`config.mk`:
```
export PLATFORM = sky130hd
export DESIGN_NAME = prsl_top
export DESIGN_NICKNAME = d
export VERILOG_FILES = /design/src/pkg/prsl_pkg.sv /design/src/rtl/prsl_sync2.sv /design/src/rtl/prsl_range_det.sv /design/src/rtl/prsl_top.sv
export SDC_FILE = /design/constraint.sdc
export NUM_CORES = 1
export LEC_CHECK = 0
export BUFFER_PORTS_ARGS = -buffer_cell sky130_fd_sc_hd__buf_2
export CORE_MARGIN = 4
export CORE_UTILIZATION = 25
export CTS_CLUSTER_DIAMETER = 100
export DETAILED_ROUTE_END_ITERATION = 10
export SETUP_SLACK_MARGIN = 0.1
export SLEW_MARGIN = 20
export SYNTH_ARGS = -nofsm -noshare
export SYNTH_HDL_FRONTEND = slang
export SYNTH_SLANG_ARGS = --single-unit
```
`constraint.sdc`:
```
create_clock -name hclk -period 4.8 [get_ports hclk]
set_clock_uncertainty 0.1 [all_clocks]
set_input_delay 0.72 -clock hclk [delete_from_list [all_inputs] [get_ports hclk]]
set_output_delay 0.72 -clock hclk [all_outputs]
set_load 0.02 [all_outputs]
```
`src/pkg/prsl_pkg.sv`:
```
package prsl_pkg;
    // register byte offsets
    localparam logic [7:0] PRSL_OFS_RATIO0 = 8'h00;
    localparam logic [7:0] PRSL_OFS_RATIO1 = 8'h04;
    localparam logic [7:0] PRSL_OFS_RATIO2 = 8'h08;
    localparam logic [7:0] PRSL_OFS_RATIO3 = 8'h0c;
    localparam logic [7:0] PRSL_OFS_GLOBAL = 8'h10;
    localparam logic [7:0] PRSL_OFS_MODAL  = 8'h14;
    localparam logic [7:0] PRSL_OFS_STATUS = 8'h18;
    localparam logic [7:0] PRSL_OFS_EFF    = 8'h1c;
    // global field positions
    localparam int PRSL_GLB_FMT  = 0;
    localparam int PRSL_GLB_AUXF = 1;
    localparam int PRSL_GLB_UNL  = 4;
    localparam int PRSL_GLB_RDIV = 5;
    localparam int PRSL_MODAL_W  = 3;
    // reset values
    localparam logic [31:0] PRSL_RATIO_RST = 32'h0010_0000;
    localparam logic [6:0]  PRSL_GLB_RST   = 7'h00;
    localparam logic [2:0]  PRSL_MODAL_RST = 3'h0;
    // aux pin function codes
    localparam logic [2:0] PRSL_AUXF_OD_SYNTH = 3'h0;
    localparam logic [2:0] PRSL_AUXF_OD_BOTH  = 3'h2;
    localparam logic [2:0] PRSL_AUXF_MANUAL   = 3'h3;
    localparam logic [2:0] PRSL_AUXF_AUTO     = 3'h5;
    // range detector
    localparam int          PRSL_CNT_W     = 8;
    localparam logic [7:0]  PRSL_RANGE_HI  = 8'he0;
    localparam logic [7:0]  PRSL_RANGE_LO  = 8'h60;
    localparam logic [1:0]  PRSL_CODE_FAST = 2'h0;
    localparam logic [1:0]  PRSL_CODE_MID  = 2'h1;
    localparam logic [1:0]  PRSL_CODE_SLOW = 2'h2;
    localparam logic        PRSL_RESP_OKAY = 1'b0;

    typedef struct packed {
        logic [1:0] ref_div;
        logic       out_unl;
        logic [2:0] aux_func;
        logic       fmt;
    } prsl_global_t;

    typedef struct packed {
        logic       auto_en;
        logic [1:0] man_sel;
    } prsl_modal_t;

    typedef struct packed {
        logic [31:0] ratio;
        logic        fmt;
        logic [1:0]  ref_div;
        logic [19:0] int_part;
        logic [19:0] frac_part;
    } prsl_ratio_out_t;

    typedef struct packed {
        logic       valid;
        logic       wr;
        logic [7:0] addr;
    } prsl_ahb_ap_t;
endpackage

```
`src/rtl/prsl_sync2.sv`:
```
`timescale 1ns/10ps
module prsl_sync2 #(
    parameter int W = 1
) (
    // clock and reset
    input  wire logic         hclk,
    input  wire logic         hresetn,
    // data
    input  wire logic [W-1:0] d,
    output logic      [W-1:0] q
);
    logic [W-1:0] meta_q;
    logic [W-1:0] meta_d;
    logic [W-1:0] q_d;

    always_comb begin
        meta_d = d;
        q_d    = meta_q;
    end

    always_ff @(posedge hclk or negedge hresetn) begin
        if (!hresetn) begin
            meta_q <= '0;
            q      <= '0;
        end else begin
            meta_q <= meta_d;
            q      <= q_d;
        end
    end
endmodule

```
`src/rtl/prsl_range_det.sv`:
```
`timescale 1ns/10ps
module prsl_range_det
    import prsl_pkg::*;
(
    // clock and reset
    input  wire logic       hclk,
    input  wire logic       hresetn,
    // synchronised frequency reference level
    input  wire logic       ref_level,
    // measured range
    output logic      [1:0] range_code
);
    logic                  dly_q, dly_d;
    logic [PRSL_CNT_W-1:0] cnt_q, cnt_d;
    logic [1:0]            code_d;
    logic                  edge_w;

    assign edge_w = ref_level & ~dly_q;

    // saturating count is enough: anything past the upper bound is one class
    always_comb begin
        dly_d  = ref_level;
        cnt_d  = (&cnt_q) ? cnt_q : cnt_q + 8'h01;
        code_d = range_code;
        if (edge_w) begin
            cnt_d = 8'h01;
            if (cnt_q > PRSL_RANGE_HI)
                code_d = PRSL_CODE_FAST;
            else if (cnt_q >= PRSL_RANGE_LO)
                code_d = PRSL_CODE_MID;
            else
                code_d = PRSL_CODE_SLOW;
        end
    end

    always_ff @(posedge hclk or negedge hresetn) begin
        if (!hresetn) begin
            dly_q      <= 1'b0;
            cnt_q      <= '0;
            range_code <= PRSL_CODE_FAST;
        end else begin
            dly_q      <= dly_d;
            cnt_q      <= cnt_d;
            range_code <= code_d;
        end
    end
endmodule

```
`src/rtl/prsl_top.sv`:
```
// Operation
// - user ratio is 32-bit unsigned fixed point
// - four stored ratios, picked by select pins
// - global format bit picks 12.20 or 20.12
// - 12.20: 12 integer, 20 fraction bits
// - 20.12: 20 integer, 12 fraction bits
// - internal dividers handled, ratio is plain
// - modifiers never alter the stored ratios
// - manual modifier enabled only through aux pin
// - manual factors 0.5, 0.25, 0.125, 0.0625
// - range detector reports two-bit range code
// - code 00 x1, 01 x0.5, 10 x0.25
// - auto modifier enabled by modal bit or pin
// - auto factor stacks on manual factor
// - effective ratio is product of all three
// - select pins pick ratio and modal set
// - aux pin tristates output for 000/010
// - output held low while unlocked
// - output-on-unlock lets clock pass anyway
// - manual modifier is right shift 1..4
// - manual active: aux pin high, function 011
// - function 101: aux pin overrides auto enable
// - output disable: high disables, low enables
//
// The AHB-Lite register port and the placing of the registers were chosen for this implementation.
`timescale 1ns/10ps
module prsl_top
    import prsl_pkg::*;
(
    // clock and reset
    input  wire logic            hclk,
    input  wire logic            hresetn,
    // ahb-lite slave
    input  wire logic            hsel,
    input  wire logic [31:0]     haddr,
    input  wire logic [1:0]      htrans,
    input  wire logic            hwrite,
    input  wire logic [2:0]      hsize,
    input  wire logic [31:0]     hwdata,
    input  wire logic            hready,
    output logic      [31:0]     hrdata,
    output logic                 hreadyout,
    output logic                 hresp,
    // mode pins and frequency reference
    input  wire logic [1:0]      ratio_select_pins,
    input  wire logic            aux_mode_pin,
    input  wire logic            freq_ref_in,
    // synthesizer side
    input  wire logic            loop_locked,
    input  wire logic            synth_clk_in,
    output logic                 synth_clk_out,
    output logic                 synth_clk_oe,
    output prsl_ratio_out_t      ratio_out,
    output logic                 ratio_changed
);
    // synchronised pins
    logic [4:0]            pins_s;
    logic [1:0]            mode_s;
    logic                  aux_s;
    logic                  ref_s;
    logic                  locked_s;
    logic [1:0]            range_code;

    // bus state
    prsl_ahb_ap_t          ap_q, ap_d;
    logic [31:0]           rd_q, rd_d;
    logic                  wr_en;
    logic                  rd_req;

    // configuration storage
    logic [31:0]           ratio_q [4];
    logic [31:0]           ratio_d [4];
    prsl_global_t          glob_q, glob_d;
    prsl_modal_t           modal_q [4];
    prsl_modal_t           modal_d [4];

    // ratio path
    prsl_modal_t           modal_sel;
    logic [31:0]           sel_ratio;
    logic                  man_act;
    logic                  auto_act;
    logic [2:0]            man_shift;
    logic [2:0]            auto_shift;
    logic [31:0]           eff_d;
    prsl_ratio_out_t       out_d;
    logic                  chg_d;

    // output control
    logic                  gate_q, gate_d;
    logic                  oe_q, oe_d;
    logic [31:0]           status_w;

    prsl_sync2 #(
        .W (5)
    ) u_sync (
        .hclk    (hclk),
        .hresetn (hresetn),
        .d       ({ratio_select_pins, aux_mode_pin, freq_ref_in, loop_locked}),
        .q       (pins_s)
    );

    assign mode_s   = pins_s[4:3];
    assign aux_s    = pins_s[2];
    assign ref_s    = pins_s[1];
    assign locked_s = pins_s[0];

    prsl_range_det u_range (
        .hclk       (hclk),
        .hresetn    (hresetn),
        .ref_level  (ref_s),
        .range_code (range_code)
    );

    // zero wait states, so the slave never stalls the bus
    assign hreadyout = 1'b1;
    assign hresp     = PRSL_RESP_OKAY;
    assign hrdata    = rd_q;

    assign rd_req = hsel & htrans[1] & hready & ~hwrite;
    assign wr_en  = ap_q.valid & ap_q.wr;

    // only whole-word transfers exist, so hsize is not decoded
    always_comb begin
        ap_d.valid = hsel & htrans[1] & hready;
        ap_d.wr    = hwrite;
        ap_d.addr  = haddr[7:0];
    end

    always_comb begin
        for (int i = 0; i < 4; i++) begin
            ratio_d[i] = ratio_q[i];
            modal_d[i] = modal_q[i];
        end
        glob_d = glob_q;
        if (wr_en) begin
            case (ap_q.addr)
                PRSL_OFS_RATIO0: ratio_d[0] = hwdata;
                PRSL_OFS_RATIO1: ratio_d[1] = hwdata;
                PRSL_OFS_RATIO2: ratio_d[2] = hwdata;
                PRSL_OFS_RATIO3: ratio_d[3] = hwdata;
                PRSL_OFS_GLOBAL: begin
                    glob_d.fmt      = hwdata[PRSL_GLB_FMT];
                    glob_d.aux_func = hwdata[PRSL_GLB_AUXF +: 3];
                    glob_d.out_unl  = hwdata[PRSL_GLB_UNL];
                    glob_d.ref_div  = hwdata[PRSL_GLB_RDIV +: 2];
                end
                PRSL_OFS_MODAL: begin
                    for (int i = 0; i < 4; i++) begin
                        modal_d[i] = hwdata[PRSL_MODAL_W*i +: PRSL_MODAL_W];
                    end
                end
                default: ;
            endcase
        end
    end

    always_ff @(posedge hclk or negedge hresetn) begin
        if (!hresetn) begin
            ap_q   <= '0;
            glob_q <= PRSL_GLB_RST;
            for (int i = 0; i < 4; i++) begin
                ratio_q[i] <= PRSL_RATIO_RST;
                modal_q[i] <= PRSL_MODAL_RST;
            end
        end else begin
            ap_q   <= ap_d;
            glob_q <= glob_d;
            for (int i = 0; i < 4; i++) begin
                ratio_q[i] <= ratio_d[i];
                modal_q[i] <= modal_d[i];
            end
        end
    end

    assign status_w = {23'h0, oe_q, gate_q, locked_s, auto_act,
                       man_act, mode_s, range_code};

    // reads look at the _d copies so a write just before is seen
    always_comb begin
        rd_d = rd_q;
        if (rd_req) begin
            case (haddr[7:0])
                PRSL_OFS_RATIO0: rd_d = ratio_d[0];
                PRSL_OFS_RATIO1: rd_d = ratio_d[1];
                PRSL_OFS_RATIO2: rd_d = ratio_d[2];
                PRSL_OFS_RATIO3: rd_d = ratio_d[3];
                PRSL_OFS_GLOBAL: rd_d = {25'h0, glob_d};
                PRSL_OFS_MODAL:  rd_d = {20'h0, modal_d[3], modal_d[2],
                                         modal_d[1], modal_d[0]};
                PRSL_OFS_STATUS: rd_d = status_w;
                PRSL_OFS_EFF:    rd_d = ratio_out.ratio;
                default:         rd_d = 32'h0;
            endcase
        end
    end

    always_ff @(posedge hclk or negedge hresetn) begin
        if (!hresetn) begin
            rd_q <= 32'h0;
        end else begin
            rd_q <= rd_d;
        end
    end

    // one pin pair picks both the ratio and the modal set
    assign sel_ratio = ratio_q[mode_s];
    assign modal_sel = modal_q[mode_s];

    // modifiers act on this copy only; storage is never rewritten here
    always_comb begin
        man_act = aux_s && (glob_q.aux_func == PRSL_AUXF_MANUAL);
        if (glob_q.aux_func == PRSL_AUXF_AUTO)
            auto_act = aux_s;
        else
            auto_act = modal_sel.auto_en;
        man_shift = man_act ? {1'b0, modal_sel.man_sel} + 3'h1 : 3'h0;
        auto_shift = 3'h0;
        if (auto_act) begin
            unique case (range_code)
                PRSL_CODE_MID:  auto_shift = 3'h1;
                PRSL_CODE_SLOW: auto_shift = 3'h2;
                default:        auto_shift = 3'h0;
            endcase
        end
        // shifts add, so the factors multiply; low bits fall off (caller's care)
        eff_d = sel_ratio >> (man_shift + auto_shift);
    end

    // the loop side corrects for the reference divider using ref_div
    always_comb begin
        out_d.ratio   = eff_d;
        out_d.fmt     = glob_q.fmt;
        out_d.ref_div = glob_q.ref_div;
        if (glob_q.fmt) begin
            out_d.int_part  = eff_d[31:12];
            out_d.frac_part = {eff_d[11:0], 8'h00};
        end else begin
            out_d.int_part  = {8'h00, eff_d[31:20]};
            out_d.frac_part = eff_d[19:0];
        end
        chg_d = (out_d.ratio != ratio_out.ratio);
    end

    always_ff @(posedge hclk or negedge hresetn) begin
        if (!hresetn) begin
            ratio_out     <= '0;
            ratio_changed <= 1'b0;
        end else begin
            ratio_out     <= out_d;
            ratio_changed <= chg_d;
        end
    end

    // gate toggles asynchronously to the synthesizer clock; the analog side
    // is expected to stop its clock low around lock changes
    always_comb begin
        gate_d = locked_s | glob_q.out_unl;
        oe_d   = ~(aux_s && ((glob_q.aux_func == PRSL_AUXF_OD_SYNTH) ||
                             (glob_q.aux_func == PRSL_AUXF_OD_BOTH)));
    end

    always_ff @(posedge hclk or negedge hresetn) begin
        if (!hresetn) begin
            gate_q <= 1'b0;
            oe_q   <= 1'b0;
        end else begin
            gate_q <= gate_d;
            oe_q   <= oe_d;
        end
    end

    assign synth_clk_out = synth_clk_in & gate_q;
    assign synth_clk_oe  = oe_q;

    logic [127:0] ratio_flat;
    assign ratio_flat = {ratio_q[3], ratio_q[2], ratio_q[1], ratio_q[0]};
endmodule

```
* Word-level counts from Yosys, hierarchy flattened
Cells that the tools add are included.
Storage, ports and cells: register bits 288, logic and storage cells 102
Cells by class: $add $sub $neg 3, order comparisons 3, equality and inequality tests 19, shift-type cells 1, muxes and demuxes 25, bitwise gates (word level) 11, reduce and logical (&&, ||, !) cells 7
Operators by type and width (count):
- 32-bit one-hot mux with 8 select lines | 1
- 32-bit 2-to-1 mux | 6
- 128-bit 2-to-1 mux | 1
- 32-bit binary-select mux with 2-bit select | 1
- 8-bit by 5-bit equality test with 1-bit output, second input constant | 6
- 40-bit 2-to-1 mux | 1
- 8-bit by 4-bit equality test with 1-bit output, second input constant | 4
- 32-bit inequality test | 1
- 32-bit by 3-bit >> shifter with 32-bit output | 1
- 12-bit 2-to-1 mux | 2
- 8-bit by 3-bit equality test with 1-bit output, second input constant | 2
- 8-bit logical NOT | 2
- 8-bit 2-to-1 mux | 2
- 7-bit 2-to-1 mux | 2
- 3-bit 2-to-1 mux | 3
- 8-bit by 1-bit adder with 8-bit output, second input constant | 1
- 8-bit by 7-bit greater-or-equal comparator with 1-bit output, second input constant | 1
- 8-bit greater-than comparator, second input constant | 1
- 8-bit AND reduction | 1
- 1-bit bitwise AND | 6
- 3-bit binary-select mux with 2-bit select | 1
- 3-bit by 2-bit equality test with 1-bit output, second input constant | 2
- 2-bit 2-to-1 mux | 3
- 2-bit one-hot mux with 2 select lines | 1
- 14 further kinds | 17

* Depth between registers and ports, before layout
depth in word-level cells 9, mapped depth 20

* By module
Synthesis repeated with hierarchy kept, for this count alone.
Unflattened totals: cell total of the unflattened synthesis 1306, area total of the unflattened synthesis 15332.2 um2
Modules (own cells, without submodules):
- prsl_top | instances 1, cells an instance 1239, area an instance 14505.2 um2
- prsl_range_det | instances 1, cells an instance 57, area an instance 576.8 um2
- prsl_sync2 | instances 1, cells an instance 10, area an instance 250.2 um2

* Worst setup path before layout
OpenSTA, ideal clock, no wires.
kind register to register, start reg u_sync.q[3], end reg ratio_changed, arrival time 4.508 ns, required time 4.559 ns, setup slack 0.051 ns, cell stages (with the launch flop) 18, period minus slack after synthesis 4.749 ns, cell sequence dfrtp_1 buf_6 buf_6 buf_4 buf_6 mux4_2 mux2i_1 nor3b_1 ha_1 fa_1 clkbuf_1 clkinv_1 or3_1 o21a_1 xnor2_1 or4_4 a2111oi_4 nand4_1
Between the ends: longest elaborated chain between the ends 9, elaborated cells on any way between the ends 14, classes of those cells add/sub (2); eq/ne (1); shift (1); mux (9); bitwise (1)
RTL lines:
- from (decl) | RTL line prsl_sync2.sv:10 | output logic [W-1:0] q
- from (signal assigned) | RTL line prsl_sync2.sv:27 | q <= q_d;
- 2-bit NOT with 3-bit output (not written as such) (*) | RTL line prsl_top.sv:206, prsl_top.sv:207
- 3-bit binary-select mux with 2-bit select | RTL line prsl_top.sv:207 | assign modal_sel = modal_q[mode_s];
- 3-bit 2-to-1 mux (not written as such) (2 in a row) | RTL line prsl_top.sv:207
- 2-bit by 1-bit adder with 3-bit output or 1-bit 2-to-1 mux (tied branches) | RTL line prsl_top.sv:216, prsl_top.sv:212
- 3-bit 2-to-1 mux or 2-bit 2-to-1 mux (tied branches) | RTL line prsl_top.sv:216, prsl_top.sv:218
- 3-bit adder | RTL line prsl_top.sv:226 | eff_d = sel_ratio >> (man_shift + auto_shift);
- 32-bit by 3-bit >> shifter with 32-bit output (*) | RTL line prsl_top.sv:226
- 32-bit inequality test (*) | RTL line prsl_top.sv:241 | chg_d = (out_d.ratio != ratio_out.ratio);
- via chg_d | RTL line prsl_top.sv:86 | logic chg_d;
- to (signal assigned) | RTL line prsl_top.sv:250 | ratio_changed <= chg_d;
- to (decl) | RTL line prsl_top.sv:54 | output logic ratio_changed
Mark *: on every way through the listed nets, which the timed path passes. The rest lies on a longest branch. The select of a mux whose other input is x is not followed. A chain may end at the register's enable or synchronous reset.

* Worst setup path in the final report
Ends and elaborated chain as after synthesis.

==> summary.md <==
The flow ran to the end, and the final reports show no timing, DRC or antenna violations. The first routing iteration left 915 violations. For the global-route wire length before repair, the log shows 78,000 um. Sorting the synthesized cells by area gives the leading types as sky130_fd_sc_hd__dfrtp_1 48%, sky130_fd_sc_hd__mux2_2 10%, sky130_fd_sc_hd__mux4_2 4.7%.

In the finished design, the share of the clock period the worst path needs comes to 93.4%. The fraction of registers with async set or reset after synthesis was 100%. Total wire length: 52,600 um. The endpoint identified for the worst register-to-register timing path is ratio_changed.

STA classifies the critical path endpoint as a register. In the routed design, unresolved DRC markers number 0. The post-placement cell count is 2,275. The commonest cells after synthesis are 284 x sky130_fd_sc_hd__dfrtp_1, 177 x sky130_fd_sc_hd__nand2_1, 139 x sky130_fd_sc_hd__mux2_2.

Detail-routed net length per standard cell: 22.5 um. The final layout contains 1,624 nets. Transition time at the pin with the least slew margin: 1.01 ns. The logs give 124 for the pin count of the biggest net entering global routing and 34 for the total CTS buffers. The run gives 0.0179 mm^2 as the final cell area excluding filler cells. The run gives 0 ns as the summed negative setup slack over all endpoints. Sequential cells were found to cover 48.2% of the synthesized design area. The clock passes through at most 3 buffers. In this run, synthesis produced a sequential element count of 288. During synthesis, Yosys emitted a total of 0 warnings.

The max-capacitance violation count came out at 0. The tools report the area enclosed by the die boundary as 0.0638 mm^2. Path type of the worst min-delay path: in -> async. The wire-length estimate of the detail-placed layout is 38,400 um.

Most used flip-flop cell after synthesis: sky130_fd_sc_hd__dfrtp_1. For this run, the total global-route usage over all layers was measured as 16.1%. Setup repair after global routing left no endpoint under its margin.

The largest fanout on the critical path works out to 9. The synthesized netlist occupies a cell area of 0.0150 mm^2. Across all setup checks in the final design, the least slack found is 0.318 ns. For the worst flop-to-flop path, the logic depth is 13. TritonCTS built the clock tree. In this run the biggest area consumer among cell types represents 47.5% of the synthesized area. The number of global-route vias before repair is 12,085, and the number of enable flip-flop cells after synthesis is 0. Relative to the synthesized area, the layout overhead comes to 20.0%. The number of gates resized after CTS was 0.

The width of the die is 253 um. The worst setup path is launched from a register. The tools report the reg-to-reg startpoint as u_sync.q[3]. The tools report the buffer type at the clock tree root as sky130_fd_sc_hd__clkbuf_16. When the netlist entered floorplanning its net count stood at 1,453.

Fill cells in the final layout number 6,045. Buffers placed on the I/O ports in this run total 161. For the number of hold violations in the final report, the log shows 0. Before antenna repair, the detailed router went through 5 iterations.

The kind of critical path was reg -> reg. The tools report the pre-CTS setup slack as 0.208 ns. The run gives 0.941 as the final weighted congestion in routability-driven placement. For this design the top-level I/O count stands at 192. Buffers added to address setup during post-CTS repair amount to 0. Cell type contributing the most total cell area after synthesis: sky130_fd_sc_hd__dfrtp_1.

The initial antenna violation count is 11. The final period demand of the worst path came out at 4.48 ns. The proportion of layout cells with a drive suffix above 1 works out to 30.9%. The most critical setup path has its endpoint at ratio_changed. Clock latency on the worst-skew pair, taken at its later pin, is 0.55 ns. The setup check on the worst reg-to-reg path leaves a slack of 0.32 ns. The count of nets left with antenna violations after detail routing is 0.

The detailed-route vias per instance was 5.12. The number of buffers inserted for hold repair after clock tree synthesis came out at 0. The region available for standard cell placement spans 0.0591 mm^2. Instance area at placement: 0.0168 mm^2. Vias after detailed routing: 11,958. Setup violations remaining at the end of the flow were counted as 0. For this design the ratio of total power to cell area is 348 mW/mm^2. Global routing finished with a remaining overflow of 0. Worst max-slew margin expressed relative to the limit: 33.0%. The H-tree depth was 2; the site row count was 89. At the worst endpoint, the arrival time is 4.77 ns. The mean instance size in the synthesized netlist works out to 10.9 um^2. The most used standard cell by instance count after synthesis was sky130_fd_sc_hd__dfrtp_1. The worst-case IR drop observed on VDD is 0.191 mV. Once layout is complete, the utilization of the core stands at 30.3%.

Counting distinct cell types in the post-synthesis netlist gives 86. After technology mapping, the gate count stands at 1,368. The maximum clock frequency was 223 MHz. The floorplan step set the die height to 253 um.

The static leakage power was 7.87 nW; the clock net sink count was 288. After clock tree synthesis, the clock-pin slew on the worst setup and hold paths is 0.06 ns. The first element of the critical path was u_sync.q[3].

The number of standard cells in the layout, taps in and fillers out was 2,336; the count of final max-slew check failures was 0. For this configuration, the core starts out at a cell density of 25.3%. Required time of the critical path: 5.09 ns.
==> sequential cells by signal, summed over array words and instances (netlist names) <==
name and count:
gate_q 1, glob_q 7, modal_q 12, u_range.range_code 2
u_range.dly_q 1, ratio_changed 1, synth_clk_oe 1, ratio_out 75
u_range.cnt_q 8, ratio_flat 128, u_sync.meta_q 5, ap_q 10
hrdata 32, u_sync.q 5
==> worst min path at each step <==
stage | startpoint | to | slack, ns | cells past startpoint
after floorplan | u_sync.meta_q[0] | u_sync.q[0] | 0.23 | 0
after global placement | u_sync.meta_q[0] | u_sync.q[0] | 0.24 | 0
after detailed placement | u_sync.meta_q[0] | u_sync.q[0] | 0.24 | 0
after CTS | aux_mode_pin | u_sync.meta_q[2] | 0.16 | 1
after global routing | loop_locked | u_sync.meta_q[0] | 0.16 | 1
final | hresetn | ratio_out[40] | 0.14 | 1
==> worst max-delay path: stages (launching register included) <==
cell	delay, ns
sky130_fd_sc_hd__dfrtp_4	0.46
sky130_fd_sc_hd__mux4_2	0.54
sky130_fd_sc_hd__mux2i_1	0.19
sky130_fd_sc_hd__nor3b_1	0.08
sky130_fd_sc_hd__ha_2	0.52
sky130_fd_sc_hd__buf_4	0.22
sky130_fd_sc_hd__mux4_2	0.49
sky130_fd_sc_hd__mux2i_1	0.42
sky130_fd_sc_hd__a21oi_1	0.25
sky130_fd_sc_hd__xnor2_1	0.20
sky130_fd_sc_hd__a32o_1	0.22
sky130_fd_sc_hd__nand4_1	0.15
sky130_fd_sc_hd__a2111oi_4	0.38
sky130_fd_sc_hd__nand4_1	0.13
==> placed cells by master, fill, tap and decap left out, types with 10 or more instances in the layout <==
master,netlist,final
sky130_fd_sc_hd__and2_1,13,13
sky130_fd_sc_hd__xor2_1,21,21
sky130_fd_sc_hd__nand2_1,177,177
sky130_fd_sc_hd__mux2i_1,60,59
sky130_fd_sc_hd__nor2_1,76,76
sky130_fd_sc_hd__a21oi_1,52,52
sky130_fd_sc_hd__buf_4,6,54
sky130_fd_sc_hd__nor3_1,20,17
sky130_fd_sc_hd__a22oi_1,30,30
sky130_fd_sc_hd__mux4_2,31,31
sky130_fd_sc_hd__o22ai_1,15,15
sky130_fd_sc_hd__o21ai_0,73,73
sky130_fd_sc_hd__inv_1,40,40
sky130_fd_sc_hd__a31oi_1,10,10
sky130_fd_sc_hd__nand3_1,13,13
sky130_fd_sc_hd__buf_2,6,160
sky130_fd_sc_hd__clkbuf_16,0,35
sky130_fd_sc_hd__nor2b_1,16,16
sky130_fd_sc_hd__a211oi_1,19,18
sky130_fd_sc_hd__a22o_1,17,17
sky130_fd_sc_hd__dfrtp_1,284,282
sky130_fd_sc_hd__xnor2_1,23,23
sky130_fd_sc_hd__mux2_2,139,139
==> metal layers <==
layer | global-route usage (%) | wire length, um | vias up | part of all wire, %
met5 | 0 | 26 | - | 0.049
met4 | 4.94 | 1650 | 4 | 3.1
met3 | 4.26 | 3940 | 105 | 7.5
met2 | 26.5 | 25200 | 484 | 48
met1 | 20.8 | 21800 | 6069 | 41
li1 | - | - | 5296 | -
==> final cells by class <==
type                    count  area (um^2)  area share, %
inverters                  42          159          0.886
diodes                      2         5.00         0.0279
clock inverters             8         53.8          0.300
well taps                 773          967           5.39
multi-input cells         953         7200           40.1
repair buffers            220         1330           7.41
flip-flops and latches    288         7220           40.2
clock buffers              50         1010           5.64
==> through the flow <==
step | power (mW) | hold slack [ns]
floorplan | 3.31 | 0.231
global placement | 3.76 | 0.235
detailed placement | 3.77 | 0.241
CTS | 6.30 | 0.163
global route | 6.50 | 0.162
finish | 6.25 | 0.145
==> cells by family (layout without fill, tap and decap cells) <==
| logic type | count (synthesis) | in the layout | share of synthesized area, % |
|---|---|---|---|
| adder cells (fa/ha/maj) | 5 | 5 | 0.469 |
| buffers and inverters | 127 | 320 | 3.96 |
| AO/OA/AOI/OAI | 287 | 287 | 13.0 |
| other | 2 | 4 | 0.0502 |
| flip-flops | 288 | 288 | 48.2 |
| XOR/XNOR | 44 | 44 | 2.58 |
| multiplexers | 240 | 240 | 20.1 |
| AND/OR/NAND/NOR | 375 | 375 | 11.6 |
==> where the power goes <==
part,total (mW),internal (mW),switching [mW],leakage [nW]
sequential,2.75,2.57,0.185,3.46
combinational,0.984,0.379,0.605,3.89
clock,2.51,1.46,1.04,0.526
No activity file was read; power rests on OpenSTA's default activity.
